--- src/design/rtc_pkg.sv ---
// Purpose: shared constants for the reloadable timer counter
// Assumes: 32-bit AHB-Lite register access, 20 MHz hclk
// Notes: offsets are byte addresses of aligned words
package rtc_pkg;
  localparam logic [11:0] rtc_off_ctrl = 12'h000;
  localparam logic [11:0] rtc_off_count = 12'h004;
  localparam logic [11:0] rtc_off_reload = 12'h008;
  localparam logic [11:0] rtc_off_status = 12'h00c;
  // control field positions
  localparam int rtc_ctl_enable = 0;
  localparam int rtc_ctl_mode_lo = 1;
  localparam int rtc_ctl_mode_hi = 2;
  localparam int rtc_ctl_pre_lo = 3;
  localparam int rtc_ctl_pre_hi = 5;
  localparam int rtc_ctl_polarity = 6;
  localparam int rtc_ctl_out_en = 7;
  // reset values
  localparam logic [7:0] rtc_ctrl_reset = 8'h00;
  localparam logic [15:0] rtc_count_reset = 16'h0001;
  localparam logic [15:0] rtc_reload_reset = 16'h0000;
  localparam logic [15:0] rtc_restart_value = 16'h0001;
  localparam logic [2:0] rtc_max_pre_shift = 3'h7;
  // mode encodings
  localparam logic [1:0] rtc_mode_one_shot = 2'h0;
  localparam logic [1:0] rtc_mode_continuous = 2'h1;
  localparam logic [1:0] rtc_mode_counter = 2'h2;
endpackage

--- src/design/rtc_prescaler.sv ---
// Purpose: divide-by-2^n enable pulse generator for the timer
// Assumes: single clock, enable held while counting
// Notes: restarts its count whenever the timer is disabled
`timescale 1ns/1ps
`default_nettype none
module rtc_prescaler
  import rtc_pkg::*;
#(
  parameter int width = 7
) (
  // clock and reset
  input wire logic hclk,
  input wire logic hresetn,
  // control
  input wire logic run,
  input wire logic [2:0] shift,
  // output
  output logic tick
);
  logic [width-1:0] div_count;
  logic [width-1:0] limit;

  assign limit = width'((8'h01 << shift) - 8'h01);
  assign tick = run && (div_count == limit);

  always_ff @(posedge hclk or negedge hresetn) begin
    if (!hresetn) begin
      div_count <= '0;
    end else if (!run || tick) begin
      div_count <= '0;
    end else begin
      div_count <= div_count + width'(1);
    end
  end

  a_tick_spacing: assert property (@(posedge hclk) disable iff (!hresetn)
    tick && shift == 3'h1 && $stable(shift) |=> !tick)
    else $error("prescaler ticked on consecutive cycles at divide two");
endmodule
`default_nettype wire

--- src/design/rtc_timer.sv ---
// Purpose: 16-bit reloadable timer with one-shot, continuous and counter modes
// Assumes: AHB-Lite slave, zero wait states, OKAY answers only
// Notes: interrupt is a one-cycle event pulse toward the system controller
//
// Our own choices: the AHB-Lite interface to the registers and the address map.
`timescale 1ns/1ps
`default_nettype none
module rtc_timer
  import rtc_pkg::*;
#(
  parameter int count_width = 16
) (
  // ahb-lite
  input wire logic hclk,
  input wire logic hresetn,
  input wire logic hsel,
  input wire logic [11:0] haddr,
  input wire logic [1:0] htrans,
  input wire logic hwrite,
  input wire logic [2:0] hsize,
  input wire logic hready,
  input wire logic [31:0] hwdata,
  output logic [31:0] hrdata,
  output logic hreadyout,
  output logic hresp,
  // timer pins
  input wire logic timer_in,
  output logic timer_out,
  output logic timer_irq
);
  logic [7:0] ctrl;
  logic [count_width-1:0] count;
  logic [count_width-1:0] reload;
  logic wr_pend;
  logic [11:0] wr_addr;
  logic in_meta;
  logic in_sync;
  logic in_prev;
  logic out_level;
  logic pulse_active;
  logic seen_reload;
  logic tick;
  logic edge_seen;
  logic step;
  logic match;
  logic enable;
  logic [1:0] mode;
  logic [31:0] next_rdata;

  assign enable = ctrl[rtc_ctl_enable];
  assign mode = ctrl[rtc_ctl_mode_hi:rtc_ctl_mode_lo];
  assign hreadyout = 1'b1;
  assign hresp = 1'b0;

  ////////////////////////////////////////////////////////////////////////
  // bus slave: writes land in the data phase, reads answer at once
  always_ff @(posedge hclk or negedge hresetn) begin
    if (!hresetn) begin
      wr_pend <= 1'b0;
      wr_addr <= 12'h000;
    end else if (hready) begin
      wr_pend <= hsel && htrans[1] && hwrite;
      wr_addr <= haddr;
    end
  end

  always_comb begin
    next_rdata = 32'h0000_0000;
    if (haddr == rtc_off_ctrl) begin
      next_rdata = {24'h00_0000, ctrl};
    end else if (haddr == rtc_off_count) begin
      next_rdata = {16'h0000, count};
    end else if (haddr == rtc_off_reload) begin
      next_rdata = {16'h0000, reload};
    end else if (haddr == rtc_off_status) begin
      next_rdata = {30'h0000_0000, seen_reload, out_level};
    end
  end

  always_ff @(posedge hclk or negedge hresetn) begin
    if (!hresetn) begin
      hrdata <= 32'h0000_0000;
    end else if (hready && hsel && htrans[1] && !hwrite) begin
      hrdata <= next_rdata;
    end
  end

  ////////////////////////////////////////////////////////////////////////
  // input synchroniser
  // two flops, then compare
  always_ff @(posedge hclk or negedge hresetn) begin
    if (!hresetn) begin
      in_meta <= 1'b0;
      in_sync <= 1'b0;
      in_prev <= 1'b0;
    end else begin
      in_meta <= timer_in;
      in_sync <= in_meta;
      in_prev <= in_sync;
    end
  end

  assign edge_seen = ctrl[rtc_ctl_polarity] ? (in_sync && !in_prev) : (!in_sync && in_prev);

  rtc_prescaler u_pre (
    .hclk(hclk),
    .hresetn(hresetn),
    .run(enable && mode != rtc_mode_counter),
    .shift(ctrl[rtc_ctl_pre_hi:rtc_ctl_pre_lo]),
    .tick(tick)
  );

  // timed modes use prescaler; counter bypasses it
  assign step = enable && ((mode == rtc_mode_counter) ? edge_seen : tick);
  assign match = (count == reload);

  ////////////////////////////////////////////////////////////////////////
  // control register; one-shot clears its own enable
  always_ff @(posedge hclk or negedge hresetn) begin
    if (!hresetn) begin
      ctrl <= rtc_ctrl_reset;
    end else if (wr_pend && wr_addr == rtc_off_ctrl) begin
      ctrl <= hwdata[7:0];
    end else if (step && match && mode == rtc_mode_one_shot) begin
      ctrl[rtc_ctl_enable] <= 1'b0;
    end
  end

  always_ff @(posedge hclk or negedge hresetn) begin
    if (!hresetn) begin
      reload <= rtc_reload_reset;
    end else if (wr_pend && wr_addr == rtc_off_reload) begin
      reload <= hwdata[count_width-1:0];
    end
  end

  // counter: written value is only the first start point
  always_ff @(posedge hclk or negedge hresetn) begin
    if (!hresetn) begin
      count <= rtc_count_reset;
    end else if (wr_pend && wr_addr == rtc_off_count) begin
      count <= hwdata[count_width-1:0];
    end else if (step && match) begin
      count <= rtc_restart_value;
    end else if (step) begin
      count <= count + count_width'(1);
    end
  end

  ////////////////////////////////////////////////////////////////////////
  // output level and event pulse
  always_ff @(posedge hclk or negedge hresetn) begin
    if (!hresetn) begin
      out_level <= 1'b0;
      pulse_active <= 1'b0;
      timer_irq <= 1'b0;
      seen_reload <= 1'b0;
    end else begin
      timer_irq <= step && match;
      pulse_active <= step && match && mode == rtc_mode_one_shot && ctrl[rtc_ctl_out_en];
      if (wr_pend && wr_addr == rtc_off_status) begin
        seen_reload <= 1'b0;
      end
      if (step && match) begin
        seen_reload <= 1'b1;
      end
      if (!enable) begin
        out_level <= ctrl[rtc_ctl_polarity];
      end else if (step && match && mode != rtc_mode_one_shot && ctrl[rtc_ctl_out_en]) begin
        out_level <= !out_level;
      end
    end
  end

  // one-shot inverts for one cycle only
  always_ff @(posedge hclk or negedge hresetn) begin
    if (!hresetn) begin
      timer_out <= 1'b0;
    end else if (step && match && mode == rtc_mode_one_shot && ctrl[rtc_ctl_out_en]) begin
      timer_out <= !ctrl[rtc_ctl_polarity];
    end else if (mode == rtc_mode_one_shot) begin
      timer_out <= ctrl[rtc_ctl_polarity];
    end else begin
      timer_out <= ctrl[rtc_ctl_out_en] && enable ? out_level : ctrl[rtc_ctl_polarity];
    end
  end

  ////////////////////////////////////////////////////////////////////////
  // checks
  a_oneshot_stop: assert property (@(posedge hclk) disable iff (!hresetn)
    step && match && mode == rtc_mode_one_shot && !wr_pend |=> !enable && count == rtc_restart_value)
    else $error("one-shot did not stop and reload one");
  a_cont_runs: assert property (@(posedge hclk) disable iff (!hresetn)
    step && match && mode == rtc_mode_continuous && !wr_pend |=> enable && count == rtc_restart_value)
    else $error("continuous mode stopped at reload");
  a_irq_pulse: assert property (@(posedge hclk) disable iff (!hresetn)
    step && match |=> timer_irq ##1 !timer_irq || $past(step && match))
    else $error("interrupt pulse missing");
  a_wrap_zero: assert property (@(posedge hclk) disable iff (!hresetn)
    step && !match && count == 16'hffff && !wr_pend |=> count == 16'h0000)
    else $error("counter did not wrap to zero");
  a_pulse_one: assert property (@(posedge hclk) disable iff (!hresetn)
    pulse_active && !(step && match) && mode == rtc_mode_one_shot |=> timer_out == ctrl[rtc_ctl_polarity])
    else $error("one-shot pulse lasted more than one cycle");
  a_toggle_out: assert property (@(posedge hclk) disable iff (!hresetn)
    step && match && mode == rtc_mode_counter && ctrl[rtc_ctl_out_en] && !wr_pend |=> out_level != $past(out_level))
    else $error("output did not toggle at reload");
  a_counter_edge: assert property (@(posedge hclk) disable iff (!hresetn)
    enable && mode == rtc_mode_counter && !edge_seen && !wr_pend |=> $stable(count))
    else $error("counter mode advanced without an edge");
  a_idle_level: assert property (@(posedge hclk) disable iff (!hresetn)
    !enable && !wr_pend |=> out_level == $past(ctrl[rtc_ctl_polarity]))
    else $error("idle output level not from polarity");
  a_timed_no_pin: assert property (@(posedge hclk) disable iff (!hresetn)
    enable && mode != rtc_mode_counter && !tick && !wr_pend |=> $stable(count))
    else $error("timed mode advanced without a prescaler tick");

  c_oneshot: cover property (@(posedge hclk) step && match && mode == rtc_mode_one_shot);
  c_cont: cover property (@(posedge hclk) step && match && mode == rtc_mode_continuous);
  c_counter: cover property (@(posedge hclk) step && match && mode == rtc_mode_counter);
endmodule
`default_nettype wire

--- config.mk ---
export PLATFORM = sky130hd
export DESIGN_NAME = rtc_timer
export DESIGN_NICKNAME = d
export VERILOG_FILES = /design/src/design/rtc_pkg.sv /design/src/design/rtc_prescaler.sv /design/src/design/rtc_timer.sv
export SDC_FILE = /design/constraint.sdc
export NUM_CORES = 1
export LEC_CHECK = 0
export ABC_AREA = 1
export BUFFER_PORTS_ARGS = -buffer_cell sky130_fd_sc_hd__buf_2
export CAP_MARGIN = 20
export CORE_UTILIZATION = 45
export CTS_BUF_LIST = sky130_fd_sc_hd__clkbuf_16
export CTS_CLUSTER_SIZE = 10
export DETAILED_ROUTE_END_ITERATION = 10
export PLACE_DENSITY = 0.63
export SYNTH_ARGS = -nofsm -noshare
export SYNTH_HDL_FRONTEND = slang
export SYNTH_SLANG_ARGS = --single-unit
--- constraint.sdc ---
create_clock -name hclk -period 2.04 [get_ports hclk]
set_clock_uncertainty 0.1 [all_clocks]
set_input_delay 0.408 -clock hclk [delete_from_list [all_inputs] [get_ports hclk]]
set_output_delay 0.408 -clock hclk [all_outputs]
set_load 0.01 [all_outputs]
==> flow_summary.yaml, run 1 <==
cells_and_area:
  final_common_cell: "nand2_1"
  insertedDiodeCount: 0
  syn_to_final_growth_pct: 16.4
  register_area_um2: 2080
  layout_common_cells: "nand2_1, dfrtp_1, inv_1"
  drive_gt1_frac: 0.183
  multiInputGateArea_um2: 2160
  fin_nets: 735
  final_cells: 816
  post-route-util: 0.551
  finish.instance_area_um2: 5480
  fillers: 972
place:
  dp_hpwl_um: 8370
  dpl.cell_count: 796
  gp_congestion: 0.851
  placed_cell_area_um2: 5120
  io_buffers: 52
routing:
  viasPerCell: 5.13
  via_count: 4184
  ant_nets: 0
  firstDrtPassIters: 5
  drc: 0
  drt_iter0_markers: 303
  wl_per_cell_um: 13.8
  routed_wl_um: 11300
grt:
  grt_usage: 0.224
  antenna_found_initial: 0
  grt_pass1_vias: 3961
  grt_pass1_wl_um: 19400
  grt_max_degree: 45
  gr-total-overflow: 0
critical_path:
  critPathMaxFanout: 4
  arrival_ps: 2000
  r2r_end: "count[14]$_DFFE_PN0P_"
  crit_path_end_kind: "flop"
  crit_type: "flop to flop"
  rrSetupSlack_ps: 160
  reg2reg_depth: 9
  worst_setup_path_start_kind: "flop"
  critPathRequiredTime_ps: 2160
  timing.rr.start: "count[0]$_DFFE_PN1P_"
sta:
  setup_viol: 0
  hold_violations: 0
  rsz0062_at_grt: "false"
  fmax_ghz: 0.531
  slew_violations: 0
  tns_ps: 0
  post-route-period-util: 0.923
  layout_min_cycle_time_ps: 1880
yosys:
  synth_warnings: 0
  synth-seq-cells: 83
  synthMuxAreaShare: 0.00956
  syn_avg_cell_area_um2: 7.70
  syn_area_um2: 4710
  synth_cell_types: 42
  synthAdderAreaFrac: 0.00531
  synth-simple-area-share: 0.288
  synthCells: 612
  synth_top_family_by_area: "simple AND/OR/NAND/NOR gates"
  synthFlopType: "dfrtp_1"
  synthTopCellsByArea: "dfrtp_1, nand2_1, o21ai_0"
  synth_xor_area_frac: 0.0260
  synth_top_area_frac: 0.435
  synth-edff-count: 0
  ys_seq_area_frac: 0.441
  synth_compound_area_frac: 0.109
  yosysTopAreaCell: "dfrtp_1"
  async_flop_share: 1.00
floorplanning:
  core_um2: 9950
  fp.dieH_um: 104
  initial_core_util: 0.473
  die_w_um: 104
  pin_count: 91
  die_area_um2: 10900
  fp-row-count: 36
cts:
  cts.htree.levels: 3
  tritoncts: "done"
  clock_latency_ps: 340
  cts-root-buf: "clkbuf_16"
  clk_path_buf_depth: 2
  numCtsBuffers: 9
  clock-sinks: 83
  clk_pin_slew_ps: 60
flow_run:
  drv_cap: 0
power_and_ir_drop:
  powerDensity_nw_per_um2: 1120
  leakage_nw: 2.98
  peakVddDrop_mv: 0.584
hold_path:
  min_path_type: "input port to flop"
  worst_hold_path.num_cells: 1
  hp-start: "timer_in"
  min_to: "in_meta$_DFF_PN0_"
outcome:
  outcome: "completed"
worst max-delay path by stage:
| stage | depth (start not counted) | from | end |
|---|---|---|---|
| global placement | 12 | ctrl[5]$_DFFE_PN0P_ | count[9]$_DFFE_PN0P_ |
| detailed placement | 12 | ctrl[5]$_DFFE_PN0P_ | count[9]$_DFFE_PN0P_ |
| floorplan | 9 | count[0]$_DFFE_PN1P_ | count[3]$_DFFE_PN0P_ |
| CTS | 12 | ctrl[5]$_DFFE_PN0P_ | count[9]$_DFFE_PN0P_ |
| finish | 9 | count[0]$_DFFE_PN1P_ | count[14]$_DFFE_PN0P_ |
| global route | 12 | ctrl[5]$_DFFE_PN0P_ | count[9]$_DFFE_PN0P_ |
power breakdown:
part	leakage [nW]	total (mW)	switching, mW	internal [mW]
combinational	1.92	2.31	1.36	0.953
sequential	0.926	2.27	0.349	1.92
clock	0.144	1.58	0.647	0.933
through the flow:
stage | hold WS [ps] | setup WS (ps) | power [mW]
CTS | 66.2 | 80.1 | 6.11
global route | 70.8 | 24.3 | 6.63
finish | 73.2 | 157 | 6.16
global placement | 239 | 124 | 4.47
floorplan | 12.4 | 338 | 3.94
detailed placement | 236 | 98.8 | 4.50
sequential cells by signal, indices dropped and copies added (netlist names):
register         cells
out_level            1
wr_addr             12
in_meta              1
u_pre.div_count      7
wr_pend              1
timer_out            1
seen_reload          1
reload              16
hrdata              16
count               16
in_sync              1
ctrl                 8
in_prev              1
timer_irq            1
kinds of logic (layout without fill, tap and decap cells):
family                   count (synthesis)  after routing
AND/OR/NAND/NOR                        293            293
buffers and inverters                  119            174
AO/OA/AOI/OAI                           95             95
flip-flops                              83             83
XOR/XNOR                                14             14
multiplexers                             4              4
adder cells (fa/ha/maj)                  2              2
other                                    2             18
Yosys cell counts (2+ instances only):
master / instances
nand2_1: 156
dfrtp_1: 82
inv_1: 74
o21ai_0: 58
nand3_1: 45
nor2_1: 30
nand4_1: 24
buf_4: 18
a21oi_1: 10
clkbuf_1: 10
o21ai_1: 10
nor2_2: 9
nor3_1: 9
xor2_1: 8
o211ai_1: 7
buf_6: 6
inv_2: 6
xnor2_1: 6
o22ai_1: 5
mux2_2: 4
nand2_2: 3
nand3b_1: 3
or2_2: 3
clkbuf_2: 2
conb_1: 2
ha_1: 2
nand3_2: 2
nand4_2: 2
nor2_4: 2
nor3b_1: 2
what timing repair did:
item / in CTS / in global routing
resized for setup: 0 / 6
hold buffers: 1 / 0
buffers inserted: 0 / 3
endpoints found under the setup margin: 0 / 19
hold endpoints to repair: 19 / 0
layer usage:
metal	track usage	vias up	wire, µm
met3	0.0464	12	685
met5	0	-	0
li1	-	2089	-
met2	0.352	131	5080
met4	0.0592	0	133
met1	0.314	1952	5360
area by class of cell:
class	instances	share of cell area
clock inverter	7	0.0107
tap	133	0.0304
timing repair buffer	76	0.0881
multi-input combinational	426	0.394
clock buffer	9	0.0411
inverter	82	0.0564
sequential	83	0.379
critical path: stages (launching register included):
cell	delay, ps
dfstp_2	600
ha_4	170
nand3_2	90
inv_1	100
nand2_1	80
nor2_1	150
nand3_1	140
xor2_1	170
nand3_1	80
o211ai_1	80
(Power assumes the default switching activity.)
==> run 2: changes to the inputs <==
--- a/config.mk
+++ b/config.mk
@@ -9,7 +9,7 @@
 export BUFFER_PORTS_ARGS = -buffer_cell sky130_fd_sc_hd__buf_2
 export CAP_MARGIN = 20
 export CORE_UTILIZATION = 45
-export CTS_BUF_LIST = sky130_fd_sc_hd__clkbuf_16
+export CTS_BUF_LIST = sky130_fd_sc_hd__clkbuf_4 sky130_fd_sc_hd__clkbuf_8
 export CTS_CLUSTER_SIZE = 10
 export DETAILED_ROUTE_END_ITERATION = 10
 export PLACE_DENSITY = 0.63
==> run 2 against run 1 <==
Net effect:
- fmax grew 0.26%
- sequential cell count is the same
- register-to-register slack is essentially flat
- design area shrank 1.2%
- largest power group unchanged
- critical path type unchanged
- critical path depth is the same
- sequential power is essentially flat
- critical endpoint is now count[9]$_DFFE_PN0P_
==> flow_summary.yaml, run 2 (synthesis results as in run 1) <==
outcome:
  outcome: "completed"
floorplanning:
  die_area_um2: 10900
  core_um2: 9950
  die_w_um: 104
  fp-row-count: 36
  pin_count: 91
  initial_core_util: 0.473
  fp.dieH_um: 104
power_and_ir_drop:
  peakVddDrop_mv: 0.584
  powerDensity_nw_per_um2: 1080
  leakage_nw: 2.95
routing:
  viasPerCell: 5.12
  routed_wl_um: 11200
  drt_iter0_markers: 294
  via_count: 4180
  ant_nets: 0
  wl_per_cell_um: 13.7
  firstDrtPassIters: 5
  drc: 0
cts:
  cts-root-buf: "clkbuf_8"
  tritoncts: "done"
  clk_path_buf_depth: 2
  numCtsBuffers: 9
  clk_pin_slew_ps: 90
  clock_latency_ps: 370
  cts.htree.levels: 3
  clock-sinks: 83
cells_and_area:
  insertedDiodeCount: 0
  post-route-util: 0.544
  drive_gt1_frac: 0.189
  final_common_cell: "nand2_1"
  syn_to_final_growth_pct: 14.9
  layout_common_cells: "nand2_1, dfrtp_1, inv_1"
  finish.instance_area_um2: 5420
  largestRegisters: "count: 16 flops, hrdata: 16 flops, reload: 16 flops"
  fin_nets: 735
grt:
  grt_pass1_wl_um: 19300
  grt_pass1_vias: 3948
  gr-total-overflow: 0
  antenna_found_initial: 0
  grt_usage: 0.225
  grt_max_degree: 45
critical_path:
  critPathMaxStageDelay_ps: 430
  critPathRequiredTime_ps: 2250
  crit_type: "flop to flop"
  crit_buf_inv: 1
  worst_setup_path_start_kind: "flop"
  cpMostUsedCell: "nor2_4"
  slowest_stage: "dfrtp_1"
  worstPathCellList: "inv_1 > or2_2 > nand3_1 > nor2_2 > nand2_2 > nor2_4 > nor2_4 > o2111ai_1 > nand2_1"
  crit_family: "simple AND/OR/NAND/NOR gates"
  critPathMaxFanout: 12
  arrival_ps: 2080
  crit_path_end_kind: "flop"
place:
  dp_hpwl_um: 8370
  placed_cell_area_um2: 5120
  io_buffers: 52
  gp_congestion: 0.851
sta:
  layout_min_cycle_time_ps: 1880
  slew_violations: 0
  setup_viol: 0
  tns_ps: 0
  hold_violations: 0
  fmax_ghz: 0.533
  post-route-period-util: 0.921
  rsz0062_at_grt: "false"
flow_run:
  drv_cap: 0
hold_path:
  min_path_type: "input port to flop"
## run 2: changes by cell type in the layout (fill, tap and decap cells not counted), sizes merged
cell    change
clkbuf      +4
clkinv      -3
inv         -1
## run 2: worst reg2reg max path, delay by kind of cell (launching register included)
family                 cells  cell delay, ps
AND/OR/NAND/NOR            7             950
flip-flops                 1             430
buffers and inverters      1             140
AO/OA/AOI/OAI              1             180
## run 2: power breakdown
group / internal, mW / leakage (nW) / switching [mW]
sequential: 1.92 / 0.926 / 0.346
combinational: 0.953 / 1.92 / 1.36
clock: 0.683 / 0.113 / 0.605
total: 3.55 / 2.95 / 2.31
## run 2: layout make-up
class / instances / area [µm²]
Timing Repair Buffer: 76 / 483
Multi-Input combinational cell: 426 / 2160
Sequential cell: 83 / 2080
Fill cell: 980 / 4540
Clock buffer: 13 / 173
Tap cell: 133 / 166
Inverter: 82 / 309
Clock inverter: 3 / 43.8
## run 2: worst paths after layout
path / start / cells past startpoint / slack, ps / end
setup / recovery: count[7]$_DFFE_PN0P_ / 9 / 160 / count[9]$_DFFE_PN0P_
hold / removal: timer_in / 1 / 40 / in_meta$_DFF_PN0_
setup reg to reg: count[7]$_DFFE_PN0P_ / 9 / 160 / count[9]$_DFFE_PN0P_
hold reg to reg: in_meta$_DFF_PN0_ / 0 / 280 / in_sync$_DFF_PN0_
max in group asynchronous: hresetn / 3 / 870 / wr_addr[0]$_DFFE_PN0P_
min in group asynchronous: hresetn / 2 / 380 / u_pre.div_count[5]$_DFF_PN0_
## run 2: repair_timing
action,4_1_cts,5_1_grt
setup buffers,0,3
hold endpoints to repair,19,0
gates resized for setup,0,6
hold buffers,1,0
endpoints found under the setup margin,0,19
## run 2: per-layer routing
metal,wire length [µm],share of wire,track usage
met5,0,0,0
met3,598,0.053,0.0520
met4,111,0.0099,0.0541
met2,5150,0.46,0.351
met1,5350,0.48,0.314
## run 2: metrics by stage
step                      hold slack (ps)  instances  worst slack, ps  power (mW)
after detailed placement              236        796             98.8        4.50
after global routing                 32.4        816             15.9        6.33
after floorplan                      12.4        628              338        3.94
after CTS                            31.1        813             71.7        5.80
after global placement                239        796              124        4.47
final                                41.0        816              162        5.86
==> run 3: changes to the inputs <==
--- a/config.mk
+++ b/config.mk
@@ -5,13 +5,14 @@
 export SDC_FILE = /design/constraint.sdc
 export NUM_CORES = 1
 export LEC_CHECK = 0
-export ABC_AREA = 1
+export ABC_AREA = 0
 export BUFFER_PORTS_ARGS = -buffer_cell sky130_fd_sc_hd__buf_2
 export CAP_MARGIN = 20
 export CORE_UTILIZATION = 45
 export CTS_BUF_LIST = sky130_fd_sc_hd__clkbuf_4 sky130_fd_sc_hd__clkbuf_8
 export CTS_CLUSTER_SIZE = 10
 export DETAILED_ROUTE_END_ITERATION = 10
+export GPL_TIMING_DRIVEN = 0
 export PLACE_DENSITY = 0.63
 export SYNTH_ARGS = -nofsm -noshare
 export SYNTH_HDL_FRONTEND = slang
==> run 3 against run 2 <==
Net effect:
- the run now ends with setup timing left
- via count up 4.8%
- critical path depth is 4 lower
- die area increased by 1.1%
- combinational power is 76% lower
- count of clock-buffer cells in the layout down 2
- hold slack improved by 1.2 ps
- clock power is 5% lower
- area after synthesis rose by 1.1%
- global-route usage up 3.4 points
- largest cell class unchanged
==> flow_summary.yaml, run 3 <==
place:
  dp_hpwl_um: 9110
  io_buffers: 51
  placed_cell_area_um2: 5300
  gp_congestion: 0.871
yosys:
  yosys-top-cells-count: "dfrtp_1, nand2_1, nor2_1, a21oi_1, clkbuf_1"
  ys_seq_area_frac: 0.436
  syn_avg_cell_area_um2: 9.47
  async_flop_share: 1.00
  synth_most_common_cell: "dfrtp_1"
  synthFlopType: "dfrtp_1"
  synthCells: 503
  synth-seq-cells: 83
  synth-edff-count: 0
  syn_area_um2: 4770
  synth_warnings: 0
  synthTopCellsByArea: "dfrtp_1, mux2_2, nand2_1"
  synth_cell_types: 55
  synth_top_area_frac: 0.431
  yosysTopAreaCell: "dfrtp_1"
cts:
  clk_path_buf_depth: 2
  cts.htree.levels: 3
  clock-sinks: 83
  cts-root-buf: "clkbuf_8"
  numCtsBuffers: 9
  clock_latency_ps: 380
  tritoncts: "done"
  clk_pin_slew_ps: 90
sta:
  tightest_slew_ps: 810
  setup_ws_ps: -392
  fmax_ghz: 0.411
  post-route-period-util: 1.19
  tns_ps: -11030
  slew_violations: 0
  layout_min_cycle_time_ps: 2430
  setup_viol: 41
  slew_headroom: 0.460
  hold_violations: 0
  rsz0062_at_grt: "true"
cells_and_area:
  fin_nets: 664
  largestRegisters: "count: 16 flops, hrdata: 16 flops, reload: 16 flops"
  syn_to_final_growth_pct: 28.8
  post-route-util: 0.597
  drive_gt1_frac: 0.363
  insertedDiodeCount: 0
  finish.instance_area_um2: 6140
  final_common_cell: "dfrtp_1"
  layout_common_cells: "dfrtp_1, buf_2, buf_4"
routing:
  firstDrtPassIters: 5
  viasPerCell: 5.86
  drc: 0
  routed_wl_um: 13600
  wl_per_cell_um: 18.3
  ant_nets: 0
  via_count: 4379
  drt_iter0_markers: 224
floorplanning:
  fp.dieH_um: 105
  initial_core_util: 0.464
  fp-row-count: 37
  die_w_um: 105
  core_um2: 10300
  die_area_um2: 11000
  pin_count: 91
hold_path:
  worst_hold_path.num_cells: 1
  min_path_type: "input port to flop"
  min_to: "in_meta$_DFF_PN0_"
  hp-start: "timer_in"
power_and_ir_drop:
  total_power_mw: 3.55
  peakVddDrop_mv: 0.374
  powerDensity_nw_per_um2: 578
  leakage_nw: 2.69
critical_path:
  arrival_ps: 2600
  crit_path_end_kind: "flop"
  critPathMaxFanout: 10
  worst_setup_path_start_kind: "flop"
  timing.rr.start: "wr_addr[4]$_DFFE_PN0P_"
  crit_type: "flop to flop"
  critPathRequiredTime_ps: 2210
  rrSetupSlack_ps: -390
  reg2reg_depth: 5
  r2r_end: "reload[1]$_DFFE_PN0P_"
grt:
  antenna_found_initial: 0
  grt_usage: 0.259
  grt_pass1_wl_um: 22000
  grt_pass1_vias: 4232
  gr-total-overflow: 0
  grt_max_degree: 54
outcome:
  violations: "setup timing"
  outcome: "finished with violations"
flow_run:
  drv_cap: 0
run 3: changes by cell type in the layout (fill, tap and decap cells not counted), sizes merged, moves of 11 or more:
cell,before,now
clkbuf,13,26
nand2,160,47
a31oi,0,17
o31ai,1,16
mux2,4,30
nor4,1,12
a21oi,10,32
o21ai,68,18
nand3,47,17
inv,81,12
buf,75,115
run 3: cell type report:
class,count,area (µm²)
Sequential cell,83,2090
Fill cell,914,4140
Inverter,11,41.3
Clock inverter,4,51.3
Tap cell,136,170
Multi-Input combinational cell,371,2710
Clock buffer,11,139
Timing Repair Buffer,88,614
Buffer,43,320
run 3: how the worst max path moves through the flow:
stage / slack (ps) / from / end
after global placement: -590 / count[2]$_DFFE_PN0P_ / timer_out$_DFF_PN0_
after global routing: -420 / wr_addr[4]$_DFFE_PN0P_ / reload[3]$_DFFE_PN0P_
final: -390 / wr_addr[4]$_DFFE_PN0P_ / reload[1]$_DFFE_PN0P_
after floorplan: -370 / wr_addr[1]$_DFFE_PN0P_ / reload[0]$_DFFE_PN0P_
after CTS: -440 / wr_addr[7]$_DFFE_PN0P_ / reload[3]$_DFFE_PN0P_
after detailed placement: -590 / count[2]$_DFFE_PN0P_ / timer_out$_DFF_PN0_
run 3: critical path, cell delays in order, from the launching register on:
cell and delay [ps]:
dfrtp_1 380, or4_4 540, or3_4 430, or3_4 390, buf_12 170, mux2_4 300
run 3: cell families after synthesis:
family | count (synthesis) | synth area share
buf+inv | 66 | 0.0727
compound gates | 113 | 0.152
xor+xnor | 21 | 0.0386
simple gates | 177 | 0.191
other cells | 2 | 0.00158
flops | 83 | 0.436
fa+ha+maj | 2 | 0.00525
mux | 39 | 0.103
run 3: what timing repair did:
item	in CTS	in global routing
hold buffers	1	0
pin swaps	15	17
endpoints found under the hold margin	30	0
setup endpoints to repair	51	58
gates cloned	2	2
buffers inserted	15	19
resized for setup	65	49
run 3: report_power, final:
group	total, mW	switching [mW]	internal (mW)
Combinational	0.555	0.298	0.256
Sequential	1.77	0.0635	1.70
Clock	1.23	0.637	0.590
run 3: stage by stage:
stage / setup slack, ps / hold WS [ps] / cells
final: -392 / 42.2 / 747
after global placement: -594 / 233 / 706
after global routing: -418 / 24.4 / 747
after CTS: -443 / 18.7 / 736
after floorplan: -371 / 12.4 / 519
after detailed placement: -587 / 237 / 707
run 3: routing by layer:
| metal | global-route usage | vias up | wire (µm) |
|---|---|---|---|
| li1 | - | 2013 | - |
| met1 | 0.347 | 2156 | 5850 |
| met2 | 0.397 | 181 | 6470 |
| met3 | 0.0568 | 29 | 956 |
| met4 | 0.124 | 0 | 356 |
| met5 | 0 | - | 0 |
